**src/bro_pkg.sv**
```systemverilog
// Purpose: shared constants and types of the BCD result port
// Assumes: 200 MHz core clock, 32-bit Avalon-MM register slave
// Notes: all times are in milliseconds, converted to cycles in the top
package bro_pkg;
  localparam int CLK_HZ = 200000000;
  localparam int MS_PER_S = 1000;
  localparam int T_SET_MS = 30;
  localparam int T_VALID_MS = 40;
  localparam int T_OFF_MS = 16;
  localparam int T_PERIOD_MS = 64;
  localparam int T_SETTLE_MS = 1;
  localparam int TMR_W = 7;
  localparam int ADDR_W = 5;
  localparam logic [ADDR_W-1:0] ADDR_CTRL = 5'h00;
  localparam logic [ADDR_W-1:0] ADDR_SHIFT = 5'h04;
  localparam logic [ADDR_W-1:0] ADDR_HILIM = 5'h08;
  localparam logic [ADDR_W-1:0] ADDR_LOLIM = 5'h0c;
  localparam logic [ADDR_W-1:0] ADDR_STATUS = 5'h10;
  localparam logic [ADDR_W-1:0] ADDR_RESULT = 5'h14;
  localparam int CTRL_MODE_LSB = 0;
  localparam int CTRL_MODE_W = 3;
  localparam int CTRL_STBY_BIT = 3;
  localparam logic [3:0] CTRL_RESET = 4'h0;
  localparam logic [15:0] SHIFT_RESET = 16'h0000;
  localparam logic [15:0] HILIM_RESET = 16'h7fff;
  localparam logic [15:0] LOLIM_RESET = 16'h8000;
  localparam int ST_VALID_BIT = 0;
  localparam int ST_HIGH_BIT = 1;
  localparam int ST_PASS_BIT = 2;
  localparam int ST_LOW_BIT = 3;
  localparam int ST_ARMED_BIT = 4;
  localparam int ST_FREEZE_BIT = 5;
  localparam int ST_OVER_BIT = 6;
  localparam int ST_STATE_LSB = 8;
  localparam int ST_LEVEL_LSB = 16;
  localparam int BCD_DIGITS = 4;
  localparam int BCD_BIN_W = 14;
  localparam logic [BCD_BIN_W-1:0] BCD_MAX = 14'h270f;
  localparam int FIFO_DEPTH = 16;

  typedef enum logic [2:0]
  {
    MODE_NORMAL = 3'b000,
    MODE_SAMPLE = 3'b001,
    MODE_PEAK = 3'b010,
    MODE_BOTTOM = 3'b011,
    MODE_P2P = 3'b100
  } bro_mode_type;

  typedef enum logic [2:0]
  {
    ST_IDLE = 3'b000,
    ST_SETUP = 3'b001,
    ST_SETTLE = 3'b010,
    ST_VALID = 3'b011,
    ST_WAIT = 3'b100,
    ST_TAIL = 3'b101
  } bro_state_type;
endpackage

```
**src/bro_fifo.sv**
```systemverilog
// Purpose: measurement buffer with valid/ready on both sides
// Assumes: single clock, synchronous active-high reset
// Notes: full and empty come from an occupancy count
`timescale 1ns/1ps
`default_nettype none
module bro_fifo #(
  parameter int WIDTH = 16,
  parameter int DEPTH = 16
) (
  input wire logic core_clk, // core clock
  input wire logic rst, // synchronous reset
  input wire logic inValid, // write side valid
  input wire logic [WIDTH-1:0] inData, // write side data
  output logic inReady, // not full
  output logic outValid, // not empty
  output logic [WIDTH-1:0] outData, // head word
  input wire logic outReady, // read side ready
  output logic [$clog2(DEPTH+1)-1:0] level // words held
);
  localparam int AW = $clog2(DEPTH);
  localparam int CW = $clog2(DEPTH+1);

  logic [WIDTH-1:0] mem [DEPTH];
  logic [AW-1:0] wrPtr_q;
  logic [AW-1:0] rdPtr_q;
  logic [CW-1:0] count_q;
  logic push;
  logic pop;

  function automatic logic [AW-1:0] nextPtr(input logic [AW-1:0] p);
    return (p == AW'(DEPTH-1)) ? '0 : p + 1'b1;
  endfunction

  assign inReady = count_q != CW'(DEPTH);
  assign outValid = count_q != '0;
  assign push = inValid & inReady;
  assign pop = outValid & outReady;
  assign outData = mem[rdPtr_q];
  assign level = count_q;

  always_ff @(posedge core_clk)
  begin
    if (push)
    begin
      mem[wrPtr_q] <= inData;
    end
  end

  always_ff @(posedge core_clk)
  begin
    if (rst)
    begin
      wrPtr_q <= '0;
      rdPtr_q <= '0;
      count_q <= '0;
    end
    else
    begin
      if (push)
      begin
        wrPtr_q <= nextPtr(wrPtr_q);
      end
      if (pop)
      begin
        rdPtr_q <= nextPtr(rdPtr_q);
      end
      if (push != pop)
      begin
        count_q <= push ? count_q + 1'b1 : count_q - 1'b1;
      end
    end
  end
endmodule // bro_fifo
`default_nettype wire

```
**src/bro_result_port.sv**
```systemverilog
// Purpose: BCD result port with hold modes, limits, standby and shift
// Assumes: pins are asynchronous and active high at this boundary
// Notes: Avalon-MM slave answers every access after one wait cycle
`timescale 1ns/1ps
`default_nettype none
module bro_result_port #(
  parameter int W = 16,
  parameter int MS_CYCLES = bro_pkg::CLK_HZ / bro_pkg::MS_PER_S
) (
  input wire logic core_clk, // core clock
  input wire logic rst, // synchronous reset
  input wire logic [bro_pkg::ADDR_W-1:0] avs_address, // byte address
  input wire logic avs_read, // read request
  input wire logic avs_write, // write request
  input wire logic [31:0] avs_writedata, // write data
  output logic [31:0] avs_readdata, // read data
  output logic avs_waitrequest, // stall
  input wire logic measValid, // new raw measurement
  input wire logic [W-1:0] measData, // signed raw measurement
  output logic measReady, // buffer can take a measurement
  input wire logic readReqPin, // read strobe pin
  input wire logic freezePin, // freeze pin
  input wire logic triggerPin, // capture trigger pin
  output logic [15:0] bcdData, // four BCD digits
  output logic bcdNegative, // sign of presented result
  output logic bcdOver, // magnitude above four digits
  output logic dataValid, // output qualifier
  output logic cmpHigh, // above high limit
  output logic cmpPass, // within limits
  output logic cmpLow // below low limit
);
  import bro_pkg::*;

  localparam int LW = $clog2(FIFO_DEPTH+1);

  logic [2:0] pinMeta_q;
  logic [2:0] pinSync_q;
  logic reqSync;
  logic freezeSync;
  logic trigSync;
  logic trigPrev_q;
  logic trigRise;
  logic ack_q;
  logic [3:0] ctrl_q;
  logic [15:0] shift_q;
  logic [15:0] hiLim_q;
  logic [15:0] loLim_q;
  logic [31:0] statusWord;
  logic fifoValid;
  logic [W-1:0] fifoData;
  logic [LW-1:0] fifoLevel;
  logic take;
  logic signed [W-1:0] shifted;
  logic signed [W-1:0] current_q;
  logic signed [W-1:0] sample_q;
  logic signed [W-1:0] max_q;
  logic signed [W-1:0] min_q;
  logic trackEmpty_q;
  logic signed [W-1:0] result;
  logic [W-1:0] magnitude;
  logic over;
  logic inHigh;
  logic inLow;
  logic armed_q;
  logic [31:0] divCnt_q;
  logic msTick;
  logic [TMR_W-1:0] tmr_q;
  logic tmrDone;
  bro_state_type state_q;
  bro_state_type state_d;
  bro_mode_type mode;

  function automatic logic signed [W-1:0] clampWide(
    input logic signed [W:0] v);
    logic signed [W-1:0] r;
    r = v[W-1:0];
    if (v[W] != v[W-1])
    begin
      r = v[W] ? {1'b1, {(W-1){1'b0}}} : {1'b0, {(W-1){1'b1}}};
    end
    return r;
  endfunction

  function automatic logic [15:0] toBcd(input logic [BCD_BIN_W-1:0] v);
    logic [BCD_BIN_W+15:0] s;
    s = {16'h0000, v};
    for (int i = 0; i < BCD_BIN_W; i++)
    begin
      for (int d = 0; d < BCD_DIGITS; d++)
      begin
        if (s[BCD_BIN_W+4*d +: 4] > 4'h4)
        begin
          s[BCD_BIN_W+4*d +: 4] = s[BCD_BIN_W+4*d +: 4] + 4'h3;
        end
      end
      s = s << 1;
    end
    return s[BCD_BIN_W +: 16];
  endfunction

  // pins cross from outside; only the second stage is read
  always_ff @(posedge core_clk)
  begin
    if (rst)
    begin
      pinMeta_q <= 3'h0;
      pinSync_q <= 3'h0;
      trigPrev_q <= 1'b0;
    end
    else
    begin
      pinMeta_q <= {readReqPin, freezePin, triggerPin};
      pinSync_q <= pinMeta_q;
      trigPrev_q <= trigSync;
    end
  end

  assign reqSync = pinSync_q[2];
  assign freezeSync = pinSync_q[1];
  assign trigSync = pinSync_q[0];
  assign trigRise = trigSync & ~trigPrev_q;
  assign mode = bro_mode_type'(ctrl_q[CTRL_MODE_LSB +: CTRL_MODE_W]);

  // register slave: one wait cycle, data loaded in the first cycle
  assign avs_waitrequest = (avs_read | avs_write) & ~ack_q;

  always_ff @(posedge core_clk)
  begin
    if (rst)
    begin
      ack_q <= 1'b0;
    end
    else
    begin
      ack_q <= (avs_read | avs_write) & ~ack_q;
    end
  end

  always_ff @(posedge core_clk)
  begin
    if (rst)
    begin
      ctrl_q <= CTRL_RESET;
      shift_q <= SHIFT_RESET;
      hiLim_q <= HILIM_RESET;
      loLim_q <= LOLIM_RESET;
    end
    else if (avs_write & ack_q)
    begin
      unique case (avs_address)
        ADDR_CTRL: ctrl_q <= avs_writedata[3:0];
        ADDR_SHIFT: shift_q <= avs_writedata[15:0];
        ADDR_HILIM: hiLim_q <= avs_writedata[15:0];
        ADDR_LOLIM: loLim_q <= avs_writedata[15:0];
        default: ;
      endcase
    end
  end

  always_comb
  begin
    statusWord = 32'h0000_0000;
    statusWord[ST_VALID_BIT] = dataValid;
    statusWord[ST_HIGH_BIT] = cmpHigh;
    statusWord[ST_PASS_BIT] = cmpPass;
    statusWord[ST_LOW_BIT] = cmpLow;
    statusWord[ST_ARMED_BIT] = armed_q;
    statusWord[ST_FREEZE_BIT] = freezeSync;
    statusWord[ST_OVER_BIT] = over;
    statusWord[ST_STATE_LSB +: 3] = state_q;
    statusWord[ST_LEVEL_LSB +: LW] = fifoLevel;
  end

  always_ff @(posedge core_clk)
  begin
    if (rst)
    begin
      avs_readdata <= 32'h0000_0000;
    end
    else if (avs_read & ~ack_q)
    begin
      unique case (avs_address)
        ADDR_CTRL: avs_readdata <= {28'h0000000, ctrl_q};
        ADDR_SHIFT: avs_readdata <= {16'h0000, shift_q};
        ADDR_HILIM: avs_readdata <= {16'h0000, hiLim_q};
        ADDR_LOLIM: avs_readdata <= {16'h0000, loLim_q};
        ADDR_STATUS: avs_readdata <= statusWord;
        ADDR_RESULT: avs_readdata <= 32'(unsigned'(result));
        default: avs_readdata <= 32'h0000_0000;
      endcase
    end
  end

  // freeze stalls the drain, so measurements back up into the buffer
  bro_fifo #(
    .WIDTH(W),
    .DEPTH(FIFO_DEPTH)
  ) u_fifo (
    .core_clk(core_clk),
    .rst(rst),
    .inValid(measValid),
    .inData(measData),
    .inReady(measReady),
    .outValid(fifoValid),
    .outData(fifoData),
    .outReady(~freezeSync),
    .level(fifoLevel)
  );

  assign take = fifoValid & ~freezeSync;
  // saturate so a large offset cannot wrap the sign
  assign shifted = clampWide(W'(signed'(fifoData)) + W'(signed'(shift_q))
    + (W+1)'(0));

  always_ff @(posedge core_clk)
  begin
    if (rst)
    begin
      current_q <= '0;
    end
    else if (take)
    begin
      current_q <= shifted;
    end
  end

  always_ff @(posedge core_clk)
  begin
    if (rst)
    begin
      sample_q <= '0;
    end
    else if (trigRise)
    begin
      sample_q <= current_q;
    end
  end

  // extremes restart at each trigger rise and follow while it is high
  always_ff @(posedge core_clk)
  begin
    if (rst)
    begin
      trackEmpty_q <= 1'b1;
      max_q <= '0;
      min_q <= '0;
    end
    else if (trigRise)
    begin
      trackEmpty_q <= 1'b1;
    end
    else if (take & trigSync)
    begin
      trackEmpty_q <= 1'b0;
      if (trackEmpty_q | (shifted > max_q))
      begin
        max_q <= shifted;
      end
      if (trackEmpty_q | (shifted < min_q))
      begin
        min_q <= shifted;
      end
    end
  end

  always_comb
  begin
    unique case (mode)
      MODE_SAMPLE: result = sample_q;
      MODE_PEAK: result = max_q;
      MODE_BOTTOM: result = min_q;
      MODE_P2P: result = clampWide((W+1)'(max_q) - (W+1)'(min_q));
      default: result = current_q;
    endcase
  end

  assign magnitude = result[W-1] ? W'(-result) : W'(result);
  assign over = magnitude > W'(BCD_MAX);
  assign inHigh = result > W'(signed'(hiLim_q));
  assign inLow = result < W'(signed'(loLim_q));

  // armed while standby is off, so enabling it starts a fresh wait
  always_ff @(posedge core_clk)
  begin
    if (rst)
    begin
      armed_q <= 1'b1;
    end
    else if (~ctrl_q[CTRL_STBY_BIT])
    begin
      armed_q <= 1'b1;
    end
    else if (~inHigh & ~inLow)
    begin
      armed_q <= 1'b0;
    end
  end

  always_ff @(posedge core_clk)
  begin
    if (rst)
    begin
      cmpHigh <= 1'b0;
      cmpPass <= 1'b0;
      cmpLow <= 1'b0;
    end
    else if (ctrl_q[CTRL_STBY_BIT] & armed_q)
    begin
      cmpHigh <= 1'b0;
      cmpPass <= 1'b0;
      cmpLow <= 1'b0;
    end
    else
    begin
      cmpHigh <= inHigh;
      cmpPass <= ~inHigh & ~inLow;
      cmpLow <= inLow;
    end
  end

  // millisecond enable, restarted whenever the timer is loaded
  assign msTick = divCnt_q == 32'(MS_CYCLES - 1);

  always_ff @(posedge core_clk)
  begin
    if (rst || state_d != state_q || msTick)
    begin
      divCnt_q <= 32'h0000_0000;
    end
    else
    begin
      divCnt_q <= divCnt_q + 32'h0000_0001;
    end
  end

  assign tmrDone = msTick && tmr_q == TMR_W'(1);

  always_comb
  begin
    state_d = state_q;
    unique case (state_q)
      ST_IDLE:
        if (reqSync)
        begin
          state_d = ST_SETUP;
        end
      ST_SETUP:
        if (tmrDone)
        begin
          state_d = ST_SETTLE;
        end
      ST_SETTLE:
        if (tmrDone)
        begin
          state_d = ST_VALID;
        end
      ST_VALID:
        if (tmrDone)
        begin
          state_d = reqSync ? ST_WAIT : ST_TAIL;
        end
      ST_WAIT:
        if (~reqSync)
        begin
          state_d = ST_TAIL;
        end
        else if (tmrDone)
        begin
          state_d = ST_SETTLE;
        end
      ST_TAIL:
        if (tmrDone)
        begin
          state_d = ST_IDLE;
        end
      default: state_d = ST_IDLE;
    endcase
  end

  always_ff @(posedge core_clk)
  begin
    if (rst)
    begin
      state_q <= ST_IDLE;
    end
    else
    begin
      state_q <= state_d;
    end
  end

  always_ff @(posedge core_clk)
  begin
    if (rst)
    begin
      tmr_q <= '0;
    end
    else if (state_d != state_q)
    begin
      unique case (state_d)
        ST_SETUP: tmr_q <= TMR_W'(T_SET_MS - T_SETTLE_MS);
        ST_SETTLE: tmr_q <= TMR_W'(T_SETTLE_MS);
        ST_VALID: tmr_q <= TMR_W'(T_VALID_MS);
        ST_WAIT: tmr_q <= TMR_W'(T_PERIOD_MS - T_VALID_MS - T_SETTLE_MS);
        ST_TAIL: tmr_q <= TMR_W'(T_OFF_MS);
        default: tmr_q <= '0;
      endcase
    end
    else if (msTick && tmr_q != '0)
    begin
      tmr_q <= tmr_q - 1'b1;
    end
  end

  // data words load whole, so a freeze shows old or new until the return to idle clears them to zero
  always_ff @(posedge core_clk)
  begin
    if (rst)
    begin
      bcdData <= 16'h0000;
      bcdNegative <= 1'b0;
      bcdOver <= 1'b0;
    end
    else if (state_d == ST_SETTLE && state_q != ST_SETTLE)
    begin
      bcdData <= over ? toBcd(BCD_MAX) : toBcd(magnitude[BCD_BIN_W-1:0]);
      bcdNegative <= result[W-1];
      bcdOver <= over;
    end
    else if (state_d == ST_IDLE)
    begin
      bcdData <= 16'h0000;
      bcdNegative <= 1'b0;
      bcdOver <= 1'b0;
    end
  end

  always_ff @(posedge core_clk)
  begin
    if (rst)
    begin
      dataValid <= 1'b0;
    end
    else
    begin
      dataValid <= state_d == ST_VALID;
    end
  end
endmodule // bro_result_port
`default_nettype wire

```
**config.mk**
```make
export PLATFORM = sky130hd
export DESIGN_NAME = bro_result_port
export DESIGN_NICKNAME = d
export VERILOG_FILES = /design/src/bro_pkg.sv /design/src/bro_fifo.sv /design/src/bro_result_port.sv
export SDC_FILE = /design/constraint.sdc
export NUM_CORES = 1
export LEC_CHECK = 0
export BUFFER_PORTS_ARGS = -buffer_cell sky130_fd_sc_hd__buf_2
export CORE_ASPECT_RATIO = 0.6
export CORE_MARGIN = 3
export CORE_UTILIZATION = 30
export DETAILED_ROUTE_END_ITERATION = 7
export PLACE_DENSITY = 0.47
export SLEW_MARGIN = 20
export SYNTH_ARGS = -nofsm -noshare
export SYNTH_HDL_FRONTEND = slang
export SYNTH_SLANG_ARGS = --single-unit
```
**constraint.sdc**
```tcl
create_clock -name core_clk -period 12.4 [get_ports core_clk]
set_input_delay 0.62 -clock core_clk [delete_from_list [all_inputs] [get_ports core_clk]]
set_output_delay 0.62 -clock core_clk [all_outputs]
set_load 0.03 [all_outputs]
```
# Word-level counts from Yosys, hierarchy flattened
# Memories as Yosys holds them, arrays and structs flattened. A register that Yosys moved wholly into a read port is not among the register bits.
# Index checks and enable logic that the tools add are counted.
[word_totals] output_inout_bits=56 latchBits=0 rom_bits=0 n_memories=1 inputBits=61 ff_bits=235 ram_bits=256 word_cells=377
[classes] bitwise_logic=19 div=0 mul=0 shifts=0 reduce_logical=21 addsub=57 mux=169 eq_ne=29 n_lt_le_gt_ge=53
[memory_table] memory="u_fifo.mem" words=16 word_bits=16 read_ports=1 rd_ports_with_merged_regs=1 write_ports=1 line_no="bro_fifo.sv:23" rtl="logic [WIDTH-1:0] mem [DEPTH];"
[op_table] operator="$mux W4" count=110
[op_table] operator="$gt A4 B3 Y1 const B" count=47
[op_table] operator="$add A4 B2 Y4 const B" count=36
[op_table] operator="$mux W16" count=8
[op_table] operator="$pmux W21 S6" count=1
[op_table] operator="$mux W3" count=38
[op_table] operator="$pmux W16 S4" count=1
[op_table] operator="$add A3 B2 Y3 const B" count=11
[op_table] operator="$add A32 B1 Y32 const B" count=1
[op_table] operator="$eq A32 B18 Y1 const B" count=1
[op_table] operator="$gt A16 B16 Y1" count=2
[op_table] operator="$lt A16 B16 Y1" count=2
[op_table] operator="$pmux W6 S5" count=1
[op_table] operator="$eq A3 B2 Y1 const B" count=6
[op_table] operator="$pmux W3 S6" count=1
[op_table] operator="$add A16 B16 Y17" count=1
[op_table] operator="$sub A16 B16 Y17" count=1
[op_table] operator="$gt A16 B14 Y1 const B" count=1
[op_table] operator="$neg A16 Y16" count=1
[op_table] operator="$eq A3 B3 Y1 const B" count=5
[op_table] operator="$mux W7" count=2
[op_table] operator="$eq A5 B4 Y1 const B" count=2
[op_table] operator="$eq A5 B5 Y1 const B" count=2
[op_table] operator="$and A1 B1 Y1" count=9
[op_table] operator="other kinds (28)" count=58

# Depth between registers and ports, before layout
[logic_depth] ltp_word=58 depth_mapped=61 ltp_nobuf=60

# Modules after synthesis
# A second synthesis with hierarchy kept.
[hier_totals] hier_cells=2712 area_unflattened_um2=27556.4
[by_module_without_submodules] mod="bro_result_port" n_inst=1 seq_area_each_um2=4224.1 cells_each=2194 area_each_um2=16936.2
[by_module_without_submodules] mod="bro_fifo" n_inst=1 seq_area_each_um2=8027.7 cells_each=518 area_each_um2=10620.2

# Least setup slack after synthesis
# No wires, ideal clock.
[synth_timing] path_kind="flip-flop to flip-flop" startpoint="register max_q[0]" endpoint="register bcdData[6]" stages_incl_launch_ff=61 path_buffers=2 arrival_time_ps=11563 synth_period_minus_slack_ps=11633 setup_time_ps=70 setup_slack_ps=767 required_ps=12330 path_cell_list="dfxtp_1 inv_1 ha_1 inv_1 fa_1 a211oi_2 nor3_2 o21ai_0 nand2_1 a311oi_4 a2bb2oi_1 ha_1 o211a_1 nand4_1 nor3_1 nor2_1 xnor2_1 ha_1 (+25 left out) or4b_1 o211ai_1 nor2_1 buf_2 xnor2_1 o211ai_1 o21ai_1 ha_1 a21oi_1 a2bb2oi_1 o31ai_1 a211oi_2 xnor2_1 ha_1 inv_1 a21boi_1 mux2_1 o21ai_1"
[synth_via] elab_chain_cells=58
[synth_lines] item="start: declaration" line_no="bro_result_port.sv:56" rtl="logic signed [W-1:0] max_q;"
[synth_lines] item="start signal: assignment" line_no="bro_result_port.sv:257" rtl="max_q <= shifted;"
[synth_lines] item="$sub A16 B16 Y17" line_no="bro_result_port.sv:272" rtl="MODE_P2P: result = clampWide((W+1)'(max_q) - (W+1)'(min_q));"
[synth_lines] item="$mux W16 or $ne A1 B1 Y1 (tied branches)" line_no="bro_result_port.sv:79, bro_result_port.sv:77"
[synth_lines] item="$mux W16" line_no="bro_result_port.sv:77" rtl="if (v[W] != v[W-1])"
[synth_lines] item="$pmux W16 S4 *" line_no="bro_result_port.sv:268" rtl="unique case (mode)"
[synth_lines] item="$neg A16 Y16" line_no="bro_result_port.sv:277" rtl="assign magnitude = result[W-1] ? W'(-result) : W'(result);"
[synth_lines] item="$mux W16 *" line_no="bro_result_port.sv:277"
[synth_lines] item="$gt A1 B3 Y1 or $add A1 B2 Y3 (tied branches)" line_no="bro_result_port.sv:91, bro_result_port.sv:93"
[synth_lines] item="$mux W3" line_no="bro_result_port.sv:91" rtl="if (s[BCD_BIN_W+4*d +: 4] > 4'h4)"
[synth_lines] item="(+42 left out)"
[synth_lines] item="$add A4 B2 Y4 or $gt A4 B3 Y1 (tied branches)" line_no="bro_result_port.sv:93, bro_result_port.sv:91"
[synth_lines] item="$mux W4" line_no="bro_result_port.sv:91"
[synth_lines] item="$mux W4" line_no="bro_result_port.sv:424" rtl="else if (state_d == ST_SETTLE && state_q != ST_SETTLE)"
[synth_lines] item="$mux W4" line_no="bro_result_port.sv:418" rtl="if (rst)"
[synth_lines] item="$add A4 B2 Y4 or $gt A4 B3 Y1 (tied branches)" line_no="bro_result_port.sv:93, bro_result_port.sv:91"
[synth_lines] item="$mux W4" line_no="bro_result_port.sv:91"
[synth_lines] item="$mux W16 *" line_no="bro_result_port.sv:426" rtl="bcdData <= over ? toBcd(BCD_MAX) : toBcd(magnitude[BCD_BIN_W-1:0]);"
[synth_lines] item="$mux W16 *" line_no="bro_result_port.sv:424"
[synth_lines] item="end signal: assignment" line_no="bro_result_port.sv:426"
[synth_lines] item="end: declaration" line_no="bro_result_port.sv:24" rtl="output logic [15:0] bcdData,"
# Every way passes the cells marked *; elsewhere a longest branch is shown, timed or not. The select of a mux whose other input is x is not followed.
# A chain may end at the register's enable or synchronous reset.

# Worst setup path after layout
[layout_timing] startpoint="register ctrl_q[1]" endpoint="register bcdData[6]"
[layout_via] elab_chain_cells=56
[layout_lines] item="start: declaration" line_no="bro_result_port.sv:44" rtl="logic [3:0] ctrl_q;"
[layout_lines] item="start signal: assignment" line_no="bro_result_port.sv:151" rtl="ADDR_CTRL: ctrl_q <= avs_writedata[3:0];"
[layout_lines] item="$eq A3 B3 Y1 (tied with other cells)" line_no="bro_result_port.sv:268"
[layout_lines] item="$pmux W16 S4 *" line_no="bro_result_port.sv:268"
[layout_lines] item="$neg A16 Y16" line_no="bro_result_port.sv:277"
[layout_lines] item="$mux W16 *" line_no="bro_result_port.sv:277"
[layout_lines] item="$gt A1 B3 Y1 or $add A1 B2 Y3 (tied branches)" line_no="bro_result_port.sv:91, bro_result_port.sv:93"
[layout_lines] item="$mux W3" line_no="bro_result_port.sv:91"
[layout_lines] item="$mux W4" line_no="bro_result_port.sv:424"
[layout_lines] item="$mux W4" line_no="bro_result_port.sv:418"
[layout_lines] item="(+40 left out)"
[layout_lines] item="$add A4 B2 Y4 or $gt A4 B3 Y1 (tied branches)" line_no="bro_result_port.sv:93, bro_result_port.sv:91"
[layout_lines] item="$mux W4" line_no="bro_result_port.sv:91"
[layout_lines] item="$mux W4" line_no="bro_result_port.sv:424"
[layout_lines] item="$mux W4" line_no="bro_result_port.sv:418"
[layout_lines] item="$add A4 B2 Y4 or $gt A4 B3 Y1 (tied branches)" line_no="bro_result_port.sv:93, bro_result_port.sv:91"
[layout_lines] item="$mux W4" line_no="bro_result_port.sv:91"
[layout_lines] item="$mux W16 *" line_no="bro_result_port.sv:426"
[layout_lines] item="$mux W16 *" line_no="bro_result_port.sv:424"
# Marked as above.

==> key figures <==
Finish
  – Ratio of cells with drive above 1 in the final layout: 18.9%
  – Largest regs: u_fifo.mem: 256 flops, divCnt_q: 32 flops, avs_readdata: 21 flops
  – Finished Core Util: 35.8%
  – Reg with most FFs: u_fifo.mem
  – ANT cells: 0
  – Max reg flops: about 260
  – Area delta synth->final: 16.6%
  – Nets: ~3000

Yosys
  – Post-synth top flop: edfxtp_1
  – Mapped Avg Cell Area: ~10 sq um
  – Top cell type's share of synthesized area: 28.2%
  – Yosys top cell by area: edfxtp_1
  – Cells after Synth: 2666
  – Most frequent cell after synthesis: nor2_1
  – Multiplexer area fraction after synthesis: under 10%
  – Synth cell types: 117
  – Top cells by instance count after synthesis: nor2_1 (267), edfxtp_1 (256), nand2_1 (252)
  – Simple-gate share of the synthesized area: 15.3%
  – Warnings, synthesis: 0
  – Adder-Cell Fraction of Synth Area: 6.28%
  – Largest family of logic cells by synthesized area: compound AO/OA/AOI/OAI gates
  – Synth area leaders: edfxtp_1 (28%), dfxtp_1 (17%), mux4_2 (6.7%)
  – Sequential area share after synthesis: 45.0%
  – Synthesized cell area: roughly 27000 sq um
  – Synth Area in XOR/XNOR: about 3.4%
  – Ys async rst share: 0%
  – Yosys reg bits: just under 500
  – Synth Area in Compound Gates: about 16%
  – Post-synth EDFFs: 256

Critical path
  – Worst R2R Path Depth: between 50 and 60
  – Worst Path Arrival: roughly 12 ns
  – CP startpoint kind: register
  – Worst setup path class: register to register
  – Crit Path Max Fanout: 18
  – Max stage delay on crit path: 0.89 ns
  – Register-to-register setup slack: 0.66 ns
  – Required @ worst endpoint: approximately 13 ns
  – RR Startpoint: ctrl_q[1]$_SDFFE_PP0P_
  – CP max-delay cell: dfxtp_1
  – Reg2reg end: bcdData[6]$_SDFFE_PP0P_
  – Crit path launch: ctrl_q[1]$_SDFFE_PP0P_
  – End of the critical path: bcdData[6]$_SDFFE_PP0P_
  – Critical path endpoint category: register
  – Critical path's most frequent cell: ha_1

Clocking
  – TritonCTS clock tree: yes
  – Clk_lat worst skew: slightly above 0.6 ns
  – Num CTS Buffers: approximately 50
  – Clock slew at reported path FFs: roughly 0.06 ns
  – CTS sink cnt: around 480
  – Root buffer cell: clkbuf_16
  – H-tree Lvls: 2
  – Max clock buf depth: 3

STA
  – Final Setup Violations: 0
  – Worst-Margin Slew: between 1 and 1.5 ns
  – Clock Skew: roughly 0.036 ns
  – Fmax: roughly 85 MHz
  – Period Utilization, post-route: between 90% and 100%
  – Max-slew violations: 0
  – Hold Fails Final Rpt: 0
  – Slew HR: roughly a fifth
  – Post-route minimum period: 11.74 ns

Place
  – RD Place Congestion: between 0.9 and 1
  – I/O Buffers: a little under 90
  – Hpwl dp: around 63000 um

Route
  – Via Count: about 22000
  – Drt drc: 0
  – Wirelength, routed: 86900 um
  – Post-route ant nets: 0
  – Initial drt markers: between 2000 and 2500
  – DR WL/cell: around 21 um
  – Vias per cell: 5.35
  – TritonRoute pass-1 iters: 7

GRT
  – GR peak layer: met1
  – Grt met1 use: roughly 29%
  – Antenna violations before repair: 7
  – Vias in the first global route: slightly above 20000
  – M3 GR Usage: 4.34%
  – GRT Resource Usage Total: between 10% and 20%
  – Largest net degree at the start of global routing: 91
  – Gr ovfl total: 0
  – GR Layer Usage met2: between 20% and 30%
  – First-pass GRT wire length: around 130000 um

Status
  – Status: finished, final reports clean

Die
  – Cell row count: 84
  – Core Region: between 80000 and 90000 sq um
  – Die width: a little under 400 um
  – I/O pins: around 120
  – Initial Utilization: between 30% and 40%
  – Die ar.: about 94000 sq um
  – Die height: around 240 um

Hold path
  – Worst Hold Class: input pin to register

Flow run
  – Max cap viols: 0
cell usage in the layout, fill, tap and decap left out, types with 60 or more instances in the layout:
master / netlist / final
inv_1: 126 / 126
buf_2: 22 / 88
nand2_1: 252 / 252
ha_1: 131 / 125
mux4_2: 81 / 81
nand3_1: 61 / 61
buf_4: 13 / 172
mux2i_1: 71 / 70
dfxtp_1: 228 / 225
xnor2_1: 62 / 60
o21ai_0: 99 / 95
nor2_1: 267 / 254
nor3_1: 65 / 61
edfxtp_1: 256 / 256
a21oi_1: 184 / 180
metrics by stage:
step / TNS, ns / cells / area (sq um) / hold WS (ns) / setup slack [ns]
after floorplan: 0 / 2676 / 27300 / 0.393 / 0.767
after global placement: 0 / 3990 / 29900 / 0.430 / 0.379
after detailed placement: 0 / 3990 / 29900 / 0.429 / 0.179
after CTS: 0 / 4078 / 31500 / 0.186 / 0.103
after global routing: -0.107 / 4085 / 31700 / 0.253 / -0.0949
final: 0 / 4085 / 31700 / 0.232 / 0.662
worst max-delay path: cells and delay by family (launching register included):
kind                       cells  cell delay [ns]
adders and majority gates      8             1.78
DFF                            1             0.89
and+or+nand+nor                7             1.77
xor gates and xnor gates       4             0.69
muxes                          1             0.34
buffers and inverters          7             1.07
AOI/OAI and AO/OA             24             5.11
layer usage:
layer / part of all wire (%) / up-vias / wire length (um)
met3: 8.6 / 99 / 7450
met5: 0.091 / - / 79
li1: - / 10200 / -
met4: 1.6 / 10 / 1370
met1: 52 / 10800 / 45200
met2: 38 / 751 / 32800
how the worst min path moves through the flow:
stage                          endpoint  slack, ns  depth (start not counted)                     start
2_1_floorplan      armed_q$_SDFFE_PP1P_       0.39                          1    ctrl_q[3]$_SDFFE_PP0P_
3_3_place_gp   bcdData[14]$_SDFFE_PP0P_       0.43                          2  bcdData[14]$_SDFFE_PP0P_
3_5_place_dp    pinSync_q[0]$_SDFF_PP0_       0.43                          1   pinMeta_q[0]$_SDFF_PP0_
4_1_cts         pinMeta_q[1]$_SDFF_PP0_       0.19                          2                 freezePin
5_1_grt         pinMeta_q[1]$_SDFF_PP0_       0.25                          2                 freezePin
6_report        pinMeta_q[1]$_SDFF_PP0_       0.23                          2                 freezePin
final cells by class:
cell class                      count  area (sq um)
Tap cell                         1204          1510
Clock buffer                       65          1310
Multi-Input combinational cell   1917         14100
Inverter                          129           484
Sequential cell                   484         12300
Timing Repair Buffer              263          1770
Clock inverter                     23           268
Fill cell                        8913         57000
cells by family (layout without fill, tap and decap cells):
| kind of cell | count (synthesis) | after routing |
|---|---|---|
| compound gates | 628 | 628 |
| xor+xnor | 102 | 102 |
| fa+ha+maj | 135 | 135 |
| buf+inv | 275 | 480 |
| flops | 484 | 484 |
| mux | 164 | 164 |
| other cells | 1 | 11 |
| simple gates | 877 | 877 |
repair_timing:
action	CTS	global route
gates resized for setup	0	38
buffers inserted	0	7
setup endpoints to repair	0	15
hold buffers	0	0
Power is not shown: default switching activity piles up to over one toggle a cycle in this logic, so the estimate is an artifact.
